## src/shared/clk_div_pkg.sv

```systemverilog
// Constants and carrier types for the bus clock divider and gate block
package clk_div_pkg;

  // ----------------------------------------------------------------
  // Register indices and byte decode
  // ----------------------------------------------------------------
  // Printed register indices; byte address is four times the index
  localparam logic [31:0] CTRL_INDEX_PRINTED = 32'h5000_0000;
  localparam logic [31:0] TRIM_INDEX_PRINTED = 32'h5000_0002;
  localparam int          INDEX_W            = 10;
  // Index relative to the block base; decoded from haddr[11:2]
  localparam logic [INDEX_W-1:0] CTRL_INDEX =
    INDEX_W'(CTRL_INDEX_PRINTED - CTRL_INDEX_PRINTED);
  localparam logic [INDEX_W-1:0] TRIM_INDEX =
    INDEX_W'(TRIM_INDEX_PRINTED - CTRL_INDEX_PRINTED);
  localparam int          INDEX_LSB          = 2;

  // ----------------------------------------------------------------
  // Field layout and reset values
  // ----------------------------------------------------------------
  localparam int          DIV_CODE_W         = 2;
  localparam int          OTP_ENABLE_BIT     = 7;
  localparam int          PCLK_DIV_LSB       = 4;
  localparam int          HCLK_DIV_LSB       = 0;
  localparam int          REG_W              = 8;
  localparam logic [7:0]  CTRL_RESET         = 8'h00;
  localparam logic [7:0]  TRIM_RESET         = 8'h80;

  // ----------------------------------------------------------------
  // Bus encodings and clock rate
  // ----------------------------------------------------------------
  localparam logic [1:0]  HTRANS_NONSEQ      = 2'h2;
  localparam logic        HRESP_OKAY         = 1'b0;
  localparam int          HCLK_FREQ_HZ       = 20_000_000;

  // Bus clock control register, bit 7 down to bit 0
  typedef struct packed {
    logic                  otp_enable;
    logic                  spare_6;
    logic [DIV_CODE_W-1:0] pclk_div;
    logic [1:0]            spare_3_2;
    logic [DIV_CODE_W-1:0] hclk_div;
  } bus_clock_control_t;

  // One decoded bus request
  typedef struct packed {
    logic               rd;
    logic               wr;
    logic [INDEX_W-1:0] index;
  } bus_req_t;

endpackage : clk_div_pkg

```

## src/core/bus_clock_divider_gate.sv

```systemverilog
// Bus clock divider, OTP clock gate and crystal trim register
//
// Functional notes
// - The bus clock enable divides the source by 1, 2, 4 or 8 per bits 1:0 of the control register.
// - The peripheral clock enable divides the bus clock enable further by 1, 2, 4 or 8 per bits 5:4.
// - The OTP controller clock runs only while control bit 7 is one, and that bit resets to zero.
// - An 8-bit crystal trim code resets to 0x80 and drives the oscillator, 0x00 fastest, 0xFF slowest.
`timescale 1ns/1ns
module bus_clock_divider_gate (
  // Clock and reset
  input  wire logic        hclk,
  input  wire logic        hresetn,
  // AHB-Lite slave
  input  wire logic        hsel,
  input  wire logic [31:0] haddr,
  input  wire logic [1:0]  htrans,
  input  wire logic        hwrite,
  input  wire logic [2:0]  hsize,
  input  wire logic [31:0] hwdata,
  input  wire logic        hready,
  output logic             hreadyout,
  output logic             hresp,
  output logic [31:0]      hrdata,
  // Derived clock enables
  output logic             hclk_en,
  output logic             pclk_en,
  output logic             otp_clk_en,
  // Oscillator trim
  output logic [7:0]       crystal_fine_trim_code
);

  // ----------------------------------------------------------------
  // Bus front end
  // ----------------------------------------------------------------
  clk_div_pkg::bus_req_t addr_req;
  clk_div_pkg::bus_req_t data_req;

  ahb_reg_port u_port (
    .hclk      (hclk),
    .hresetn   (hresetn),
    .hsel      (hsel),
    .haddr     (haddr),
    .htrans    (htrans),
    .hwrite    (hwrite),
    .hsize     (hsize),
    .hready    (hready),
    .hreadyout (hreadyout),
    .hresp     (hresp),
    .addr_req  (addr_req),
    .data_req  (data_req)
  );

  // ----------------------------------------------------------------
  // Registers
  // ----------------------------------------------------------------
  clk_div_pkg::bus_clock_control_t bus_clock_control;
  clk_div_pkg::bus_clock_control_t next_bus_clock_control;
  logic [7:0]                      crystal_fine_trim;
  logic [7:0]                      next_crystal_fine_trim;
  logic                            wr_ctrl;
  logic                            wr_trim;

  assign wr_ctrl = data_req.wr && (data_req.index == clk_div_pkg::CTRL_INDEX);
  assign wr_trim = data_req.wr && (data_req.index == clk_div_pkg::TRIM_INDEX);

  // Write data lands in the data phase; reads see it at once
  always_comb begin
    next_bus_clock_control = bus_clock_control;
    next_crystal_fine_trim = crystal_fine_trim;
    if (wr_ctrl) begin
      next_bus_clock_control = hwdata[clk_div_pkg::REG_W-1:0];
    end
    if (wr_trim) begin
      next_crystal_fine_trim = hwdata[clk_div_pkg::REG_W-1:0];
    end
  end

  always_ff @(posedge hclk or negedge hresetn) begin
    if (!hresetn) begin
      bus_clock_control <= clk_div_pkg::CTRL_RESET;
    end else begin
      bus_clock_control <= next_bus_clock_control;
    end
  end

  always_ff @(posedge hclk or negedge hresetn) begin
    if (!hresetn) begin
      crystal_fine_trim <= clk_div_pkg::TRIM_RESET;
    end else begin
      crystal_fine_trim <= next_crystal_fine_trim;
    end
  end

  assign crystal_fine_trim_code = crystal_fine_trim;

  // ----------------------------------------------------------------
  // Read data
  // ----------------------------------------------------------------
  // Captured in the address phase so hrdata comes from a flip-flop
  always_ff @(posedge hclk or negedge hresetn) begin
    if (!hresetn) begin
      hrdata <= 32'h0000_0000;
    end else if (addr_req.rd) begin
      case (addr_req.index)
        clk_div_pkg::CTRL_INDEX: begin
          hrdata <= {24'h00_0000, next_bus_clock_control};
        end
        clk_div_pkg::TRIM_INDEX: begin
          hrdata <= {24'h00_0000, next_crystal_fine_trim};
        end
        default: begin
          hrdata <= 32'h0000_0000;
        end
      endcase
    end
  end

  // ----------------------------------------------------------------
  // Dividers
  // ----------------------------------------------------------------
  logic [clk_div_pkg::DIV_CODE_W-1:0] hclk_act;
  logic [clk_div_pkg::DIV_CODE_W-1:0] pclk_act;

  pow2_enable_divider #(
    .CODE_W (clk_div_pkg::DIV_CODE_W)
  ) u_hclk_div (
    .hclk     (hclk),
    .hresetn  (hresetn),
    .en_in    (1'b1),
    .code     (bus_clock_control.hclk_div),
    .tick     (hclk_en),
    .act_code (hclk_act)
  );

  // Cascaded: counts bus clock enables, not source cycles
  pow2_enable_divider #(
    .CODE_W (clk_div_pkg::DIV_CODE_W)
  ) u_pclk_div (
    .hclk     (hclk),
    .hresetn  (hresetn),
    .en_in    (hclk_en),
    .code     (bus_clock_control.pclk_div),
    .tick     (pclk_en),
    .act_code (pclk_act)
  );

  assign otp_clk_en = hclk_en && bus_clock_control.otp_enable;

  logic       ctrl_written;
  logic       trim_written;
  logic [3:0] hcnt;
  logic [3:0] scnt;

  always_ff @(posedge hclk or negedge hresetn) begin
    if (!hresetn) begin
      ctrl_written <= 1'b0;
      trim_written <= 1'b0;
    end else begin
      ctrl_written <= ctrl_written || wr_ctrl;
      trim_written <= trim_written || wr_trim;
    end
  end

  // Bus enables seen since the last peripheral enable
  always_ff @(posedge hclk or negedge hresetn) begin
    if (!hresetn) begin
      hcnt <= 4'h0;
    end else if (pclk_en) begin
      hcnt <= 4'h0;
    end else if (hclk_en) begin
      hcnt <= hcnt + 4'h1;
    end
  end

  // Source cycles since the last bus enable
  always_ff @(posedge hclk or negedge hresetn) begin
    if (!hresetn) begin
      scnt <= 4'h0;
    end else if (hclk_en) begin
      scnt <= 4'h0;
    end else begin
      scnt <= scnt + 4'h1;
    end
  end
endmodule : bus_clock_divider_gate

```

## src/core/pow2_enable_divider.sv

```systemverilog
// Power-of-two clock enable divider with period-boundary code update
`timescale 1ns/1ns
module pow2_enable_divider #(
  parameter int CODE_W = 2
) (
  // Clock and reset
  input  wire logic              hclk,
  input  wire logic              hresetn,
  // Source rate and divide code
  input  wire logic              en_in,
  input  wire logic [CODE_W-1:0] code,
  // Divided rate
  output logic                   tick,
  output logic [CODE_W-1:0]      act_code
);

  localparam int CNT_W = (1 << CODE_W) - 1;

  if (CODE_W < 1 || CODE_W > 3) begin : g_check
    $error("pow2_enable_divider: CODE_W must be 1 to 3");
  end

  logic [CNT_W-1:0] cnt;
  logic [CNT_W-1:0] last;

  always_comb begin
    last = '0;
    for (int i = 0; i < CNT_W; i++) begin
      if (i < int'(act_code)) begin
        last[i] = 1'b1;
      end
    end
  end

  assign tick = en_in && (cnt == last);

  always_ff @(posedge hclk or negedge hresetn) begin
    if (!hresetn) begin
      cnt <= '0;
    end else if (en_in) begin
      if (tick) begin
        cnt <= '0;
      end else begin
        cnt <= cnt + CNT_W'(1);
      end
    end
  end

  // New code only at end of a period, so no runt pulse
  always_ff @(posedge hclk or negedge hresetn) begin
    if (!hresetn) begin
      act_code <= '0;
    end else if (tick) begin
      act_code <= code;
    end
  end

endmodule : pow2_enable_divider

```

## src/core/ahb_reg_port.sv

```systemverilog
// AHB-Lite slave front end: address decode and data-phase tracking
`timescale 1ns/1ns
module ahb_reg_port (
  // Clock and reset
  input  wire logic                 hclk,
  input  wire logic                 hresetn,
  // AHB-Lite slave side
  input  wire logic                 hsel,
  input  wire logic [31:0]          haddr,
  input  wire logic [1:0]           htrans,
  input  wire logic                 hwrite,
  input  wire logic [2:0]           hsize,
  input  wire logic                 hready,
  output logic                      hreadyout,
  output logic                      hresp,
  // Decoded requests
  output clk_div_pkg::bus_req_t     addr_req,
  output clk_div_pkg::bus_req_t     data_req
);

  logic take;

  // Sequential bursts are not used here; only NONSEQ starts a transfer
  assign take = hsel && hready && (htrans == clk_div_pkg::HTRANS_NONSEQ);

  always_comb begin
    addr_req       = '0;
    addr_req.rd    = take && !hwrite;
    addr_req.wr    = take && hwrite;
    addr_req.index = haddr[clk_div_pkg::INDEX_LSB +: clk_div_pkg::INDEX_W];
  end

  // Never stalls: every transfer completes with zero wait states
  assign hreadyout = 1'b1;
  assign hresp     = clk_div_pkg::HRESP_OKAY;

  always_ff @(posedge hclk or negedge hresetn) begin
    if (!hresetn) begin
      data_req <= '0;
    end else if (hready) begin
      data_req <= addr_req;
    end
  end

  logic unused_size;
  assign unused_size = ^hsize;

endmodule : ahb_reg_port

```

## config.mk

```make
export PLATFORM = sky130hd
export DESIGN_NAME = bus_clock_divider_gate
export DESIGN_NICKNAME = d
export VERILOG_FILES = /design/src/shared/clk_div_pkg.sv /design/src/core/bus_clock_divider_gate.sv /design/src/core/pow2_enable_divider.sv /design/src/core/ahb_reg_port.sv
export SDC_FILE = /design/constraint.sdc
export NUM_CORES = 1
export LEC_CHECK = 0
export BUFFER_PORTS_ARGS = -buffer_cell sky130_fd_sc_hd__buf_2
export CAP_MARGIN = 20
export CORE_ASPECT_RATIO = 0.75
export CORE_MARGIN = 2
export CORE_UTILIZATION = 44
export CTS_CLUSTER_DIAMETER = 200
export DETAILED_ROUTE_END_ITERATION = 8
export PLACE_DENSITY = 0.77
export SYNTH_ARGS = -nofsm -noshare
export SYNTH_HDL_FRONTEND = slang
export SYNTH_SLANG_ARGS = --single-unit
```

## constraint.sdc

```tcl
create_clock -name hclk -period 2.8 [get_ports hclk]
set_input_delay 0.56 -clock hclk [delete_from_list [all_inputs] [get_ports hclk]]
set_output_delay 0.56 -clock hclk [all_outputs]
set_load 0.05 [all_outputs]
```

==> impl_metrics.py, run 1 <==
metrics = {
    "placement": {
        "dp_slack_ns": 0.385,
        "port_buffers": 43,
        "gp_congestion": 0.792,
        "hpwl_mm": 2.95,
        "placed_area_sq_mm": 0.00231,
        "dp.cells": 276,
    },
    "global_route": {
        "track_usage": 0.156,
        "antenna_found_initial": 0,
        "overflow": 0,
        "grt_max_degree": 46,
        "grt_pass1_wl_mm": 6.53,
        "grt_pass1_vias": 1388,
    },
    "critical_path": {
        "crit_start": "u_hclk_div.act_code[1]",
        "crit_slowest_cell": "or3_1",
        "r2r-start": "u_port.data_req[7]",
        "critPathKind": "reg2out",
        "crit_path_end": "pclk_en",
        "crit_arrival_ns": 2.09,
        "crit_path_end_kind": "output port",
        "timing.rr.end": "hrdata[5]",
        "slowest_delay_ns": 0.41,
        "worstSetupStartpointType": "register",
        "crit_chain": "or3_1 -> o22ai_1 -> a21oi_1 -> inv_2 -> nand2_1 -> inv_1 -> buf_2",
        "rr_worst_depth": 6,
        "crit_required_ns": 2.24,
        "critPathMaxFanout": 8,
        "rrSetupSlack_ns": 0.43,
    },
    "floorplanning": {
        "initial_core_util": 0.467,
        "core_sq_mm": 0.00455,
        "rows": 21,
        "pin_count": 119,
        "die_w_um": 84.2,
        "die-height_um": 64.2,
        "die-area_sq_mm": 0.00541,
    },
    "finish": {
        "final_cells": 285,
        "ff_latch_area_sq_mm": 0.00113,
        "multiInputGateArea_sq_um": 843,
        "fillers": 393,
        "antenna_cells": 0,
        "area_growth_pct": 15.7,
        "drive_above_1_share": 0.355,
        "fin_area_sq_mm": 0.00246,
        "fin_nets": 303,
    },
    "sta": {
        "fmax_mhz": 378,
        "skew_ns": 0.00820,
        "grt_setup_unrepaired": "no",
        "min_period_over_period": 0.945,
        "setup_viol": 0,
        "drv_slew": 0,
        "max-slew-margin-rel": 0.576,
        "setup_ws_ns": 0.154,
        "finalSetupTns_ns": 0,
        "tightestPinTransition_ns": 0.632,
        "min_period_ns": 2.65,
        "hold_viol": 0,
    },
    "yosys": {
        "synth_xor_area_frac": 0.0124,
        "synth_compound_area_frac": 0.0771,
        "synth_top_area_share": 0.518,
        "synthAdderAreaFrac": 0.0118,
        "synth_area_sq_mm": 0.00212,
        "synthMuxAreaShare": 0.151,
        "ys_ff_latch": 45,
        "synth-edff-count": 0,
        "synth_warnings": 0,
        "synth.area.top_cells": "dfrtp_1 (52%), mux2_2 (11%), buf_4 (9.2%), mux2i_1 (3.8%), a22oi_1 (2.8%)",
        "synth_common_cells": "dfrtp_1 (44), buf_4 (26), mux2_2 (20)",
        "synth_most_common_cell": "dfrtp_1",
        "synth_simple_gate_area_frac": 0.0966,
        "synth_cell_types": 35,
        "syn-instance-count": 178,
        "yosysTopAreaCell": "dfrtp_1",
        "yosysSeqAreaShare": 0.531,
        "async_reset_ff_frac": 1.00,
        "synth_ff_type": "dfrtp_1",
        "syn_avg_cell_area_sq_um": 11.9,
        "synth_top_family_by_area": "multiplexers",
    },
    "cts": {
        "cts_sinks": 45,
        "clk-insertion-delay-late_ns": 0.30,
        "postCtsHoldBufs": 0,
        "cts-buffers-inserted": 5,
        "cts_tree": "built",
        "cts_setup_buffers": 0,
        "cts_htree_levels": 2,
        "root_buffer": "clkbuf_8",
        "path_clk_slew_ns": 0.08,
        "cts_buffer_depth": 2,
    },
    "route": {
        "drt_iter0_markers": 67,
        "ant_nets": 0,
        "drc": 0,
        "viasPerCell": 5.02,
        "vias": 1431,
        "dr.pass1.iters": 4,
        "drt-total-wl_mm": 4.05,
        "wl_per_cell_um": 14.2,
    },
    "status": {
        "outcome": "completed",
    },
    "power": {
        "ir_drop_mv": 0.524,
        "powerDensity_mw_per_mm2": 705,
        "p_leak_nw": 1.30,
        "fin_total_pwr_mw": 1.73,
    },
    "run": {
        "maxCapViolations": 0,
    },
    "worst_hold_path": {
        "hold_path_class": "in2async",
    },
}
-- flip-flops by register name, summed over array words and instances, names as in the netlist --
signal and count:
u_pclk_div.cnt 3, u_pclk_div.act_code 2, u_hclk_div.act_code 2, bus_clock_control 8
u_port.data_req 11, hrdata 8, crystal_fine_trim_code 8, u_hclk_div.cnt 3
-- cells by family after synthesis --
group	Yosys count
flops	45
buf+inv	40
simple gates	32
mux	29
compound gates	25
xor+xnor	3
fa+ha+maj	2
other cells	2
-- cells in the final DEF (no fill, tap or decap), drive strengths merged --
master and n:
nor2 6, nor4b 1, xor2 1, and2 2, nor2b 1, a21oi 1, nand2 8, nand3 1
xnor2 2, clkinvlp 1, nand4b 1, or3b 1, nand2b 1, ha 2, o21ai 10, or4 2
nand3b 1, mux2 21, dfrtp 44, nor3 3, a22oi 8, dfstp 1, inv 12, bufinv 1
nor4 3, or3 1, buf 46, o22ai 2, conb 26, clkbuf 6, a32o 1, a22o 3
mux2i 8
-- metal layers --
layer | vias to the layer above | wire length [um] | GRT usage | share of wire
met1 | 700 | 1880 | 0.199 | 0.46
met3 | 7 | 261 | 0.0413 | 0.064
met2 | 58 | 1840 | 0.253 | 0.45
met4 | 0 | 68 | 0.0665 | 0.017
li1 | 666 | - | - | -
met5 | - | 0 | 0 | 0
-- report_power, final --
group          internal (mW)  total [mW]  switching, mW  leakage (nW)
registers              0.707       0.753         0.0460         0.581
logic                  0.139       0.472          0.334         0.657
clock network          0.290       0.507          0.217        0.0574
-- area by class of cell --
cell class	count	share of cell area
Clock inverter	2	0.0153
Tap cell	57	0.0290
Clock buffer	6	0.0336
Inverter	12	0.0183
Sequential cell	45	0.459
Timing Repair Buffer	46	0.102
Multi-Input combinational cell	117	0.343
-- metrics by stage --
| step | utilization | hold slack [ns] |
|---|---|---|
| floorplan | - | 0.264 |
| global placement | 0.509 | 0.457 |
| detailed placement | 0.509 | 0.468 |
| CTS | 0.535 | 0.448 |
| global route | 0.541 | 0.0923 |
| finish | 0.541 | 0.0913 |
-- how the worst min path moves through the flow --
stage	depth (start not counted)	start	slack, ns	end
floorplan	0	hresetn	0.26	bus_clock_control[0]
global placement	2	bus_clock_control[1]	0.46	u_hclk_div.act_code[1]
detailed placement	2	bus_clock_control[1]	0.47	u_hclk_div.act_code[1]
CTS	1	hresetn	0.45	u_port.data_req[4]
global route	1	hresetn	0.09	u_port.data_req[10]
finish	1	hresetn	0.09	hrdata[7]
-- critical path: cells and delay by family, from the launching register on --
| family | cells | cell delay, ns |
|---|---|---|
| simple gates | 2 | 0.54 |
| buf+inv | 3 | 0.49 |
| flops | 1 | 0.40 |
| compound gates | 2 | 0.36 |
-- timing repair --
item,in CTS,in global routing
resized for setup,0,2
endpoints found under the hold margin,0,0
setup endpoints to repair,0,2
Note: power is estimated with default switching activity, not from simulation.
==> run 2, diff against run 1 <==
--- a/config.mk
+++ b/config.mk
@@ -8,11 +8,11 @@
 export BUFFER_PORTS_ARGS = -buffer_cell sky130_fd_sc_hd__buf_2
 export CAP_MARGIN = 20
 export CORE_ASPECT_RATIO = 0.75
-export CORE_MARGIN = 2
-export CORE_UTILIZATION = 44
+export CORE_MARGIN = 4
+export CORE_UTILIZATION = 40
 export CTS_CLUSTER_DIAMETER = 200
 export DETAILED_ROUTE_END_ITERATION = 8
-export PLACE_DENSITY = 0.77
+export PLACE_DENSITY = 0.73
 export SYNTH_ARGS = -nofsm -noshare
 export SYNTH_HDL_FRONTEND = slang
 export SYNTH_SLANG_ARGS = --single-unit
==> constraint.sdc (replaced) <==
create_clock -name hclk -period 2.2 [get_ports hclk]
set_input_delay 0.44 -clock hclk [delete_from_list [all_inputs] [get_ports hclk]]
set_output_delay 0.44 -clock hclk [all_outputs]
set_load 0.05 [all_outputs]
==> run 2 against run 1 <==
Core utilization decreased by 0.31 points. Critical path depth down 1. Routed wire length rose by 13%. Worst hold slack got worse by 0.014 ns. Sequential power is 28% higher. Power rose by 42%. Sequential share of layout area down 4.0 points. First-iteration DRC count rose by 40%. Via count grew 2.0%.
==> impl_metrics.py, run 2 (synthesized netlist as in run 1, its figures left out) <==
metrics = {
    "sta": {
        "min_period_ns": 2.18,
        "setup_ws_ns": 0.0159,
        "grt_setup_unrepaired": "yes",
        "drv_slew": 0,
        "finalSetupTns_ns": 0,
        "skew_ns": 0.00705,
        "fmax_mhz": 458,
        "setup_viol": 0,
        "fin_hold_ws_ns": 0.0777,
        "hold_viol": 0,
        "min_period_over_period": 0.993,
    },
    "finish": {
        "fin_nets": 318,
        "antenna_cells": 0,
        "area_growth_pct": 26.7,
        "drive_above_1_share": 0.440,
        "final_cell_mix": "dfrtp_1 (44), buf_2 (40), conb_1 (26), buf_4 (17), mux2_2 (13)",
        "top_register": "u_port.data_req",
        "fin_area_sq_mm": 0.00269,
        "final_util": 0.537,
        "layout_commonest_cell": "dfrtp_1",
        "ff_latch_area_sq_mm": 0.00113,
        "multiInputGateArea_sq_um": 926,
        "largest_reg_flops": 11,
        "final_cells": 315,
        "fillers": 456,
    },
    "critical_path": {
        "critPathKind": "reg2out",
        "worstSetupStartpointType": "register",
        "critPathMaxFanout": 4,
        "crit_path_end_kind": "output port",
        "crit_required_ns": 1.76,
        "crit_arrival_ns": 1.74,
    },
    "floorplanning": {
        "initial_core_util": 0.424,
        "pin_count": 119,
        "die_w_um": 92.2,
        "rows": 22,
        "core_sq_mm": 0.00501,
        "die-area_sq_mm": 0.00655,
        "die-height_um": 71.1,
    },
    "cts": {
        "cts_buffer_depth": 2,
        "cts-buffers-inserted": 5,
        "clk-insertion-delay-late_ns": 0.29,
        "root_buffer": "clkbuf_8",
        "path_clk_slew_ns": 0.08,
        "cts_tree": "built",
        "cts_htree_levels": 2,
        "cts_sinks": 45,
    },
    "route": {
        "wl_per_cell_um": 14.6,
        "drt-total-wl_mm": 4.59,
        "ant_nets": 0,
        "viasPerCell": 4.63,
        "vias": 1459,
        "drt_iter0_markers": 94,
        "drc": 0,
        "dr.pass1.iters": 4,
    },
    "run": {
        "maxCapViolations": 0,
    },
    "power": {
        "power.switching_uw": 832,
        "pwr-share-clk": 0.260,
        "internal_power_mw": 1.63,
        "seqPwrFrac": 0.391,
        "switching_share": 0.338,
        "ir_drop_mv": 0.390,
        "combPwrFrac": 0.349,
        "fin_total_pwr_mw": 2.46,
        "powerDensity_mw_per_mm2": 915,
        "p_leak_nw": 1.38,
    },
    "global_route": {
        "antenna_found_initial": 0,
        "grt_use_met1": 0.198,
        "use_met3": 0.0425,
        "grt_pass1_wl_mm": 7.30,
        "track_usage": 0.142,
        "use_met2": 0.218,
        "overflow": 0,
        "grt_pass1_vias": 1481,
        "grt_max_degree": 19,
        "top_usage_layer": "met2",
    },
    "status": {
        "outcome": "completed",
    },
    "placement": {
        "gp_congestion": 0.824,
        "port_buffers": 43,
        "placed_area_sq_mm": 0.00242,
        "dp_slack_ns": 0.0165,
        "hpwl_mm": 3.29,
        "dp.cells": 302,
    },
    "worst_hold_path": {
        "hold_path_class": "in2async",
    },
}
==> run 2: per-layer routing <==
layer	wire length, um	share of wire	vias to the layer above
li1	-	-	693
met1	2220	0.48	727
met2	2090	0.46	35
met3	247	0.054	4
met4	30	0.0065	0
met5	0	0	-
==> run 2: layout make-up <==
cell class / instances / area share
flip-flops and latches: 45 / 0.419
clock inverters: 1 / 0.0112
repair buffers: 61 / 0.143
well taps: 72 / 0.0335
multi-input cells: 117 / 0.344
inverters: 12 / 0.0181
clock buffers: 7 / 0.0321
==> run 2: what timing repair did <==
action,CTS,global route
gates resized for setup,14,24
hold buffers,0,0
setup endpoints to repair,4,10
buffers inserted,2,3
pin swaps,4,3
==> run 2: path summary, 6_finish.rpt <==
kind                       cells after the start                         to  slack [ns]                 start
max                                            6                 otp_clk_en        0.02     u_hclk_div.cnt[1]
min                                            1          u_hclk_div.cnt[0]        0.08               hresetn
max reg2reg                                    6                  hrdata[0]        0.10    u_port.data_req[8]
min reg2reg                                    2     u_hclk_div.act_code[1]        0.48  bus_clock_control[1]
max in group asynchronous                      2  crystal_fine_trim_code[7]        1.52               hresetn
min in group hclk                              2         u_port.data_req[8]        0.39             haddr[10]
==> run 2: critical path: stages (launching register included) <==
cell and delay [ns]:
dfrtp_1 0.39, or3_4 0.42, nor3_2 0.18, a21oi_2 0.07, inv_2 0.10, and2_4 0.16, buf_8 0.14
==> run 2: power groups by stage <==
stage	logic, mW	clock network [mW]	registers, mW
2_1_floorplan	0.482	0	0.991
3_3_place_gp	0.660	0	0.970
3_5_place_dp	0.670	0	0.973
4_1_cts	0.771	0.655	0.961
5_1_grt	0.926	0.692	0.973
6_report	0.859	0.641	0.963
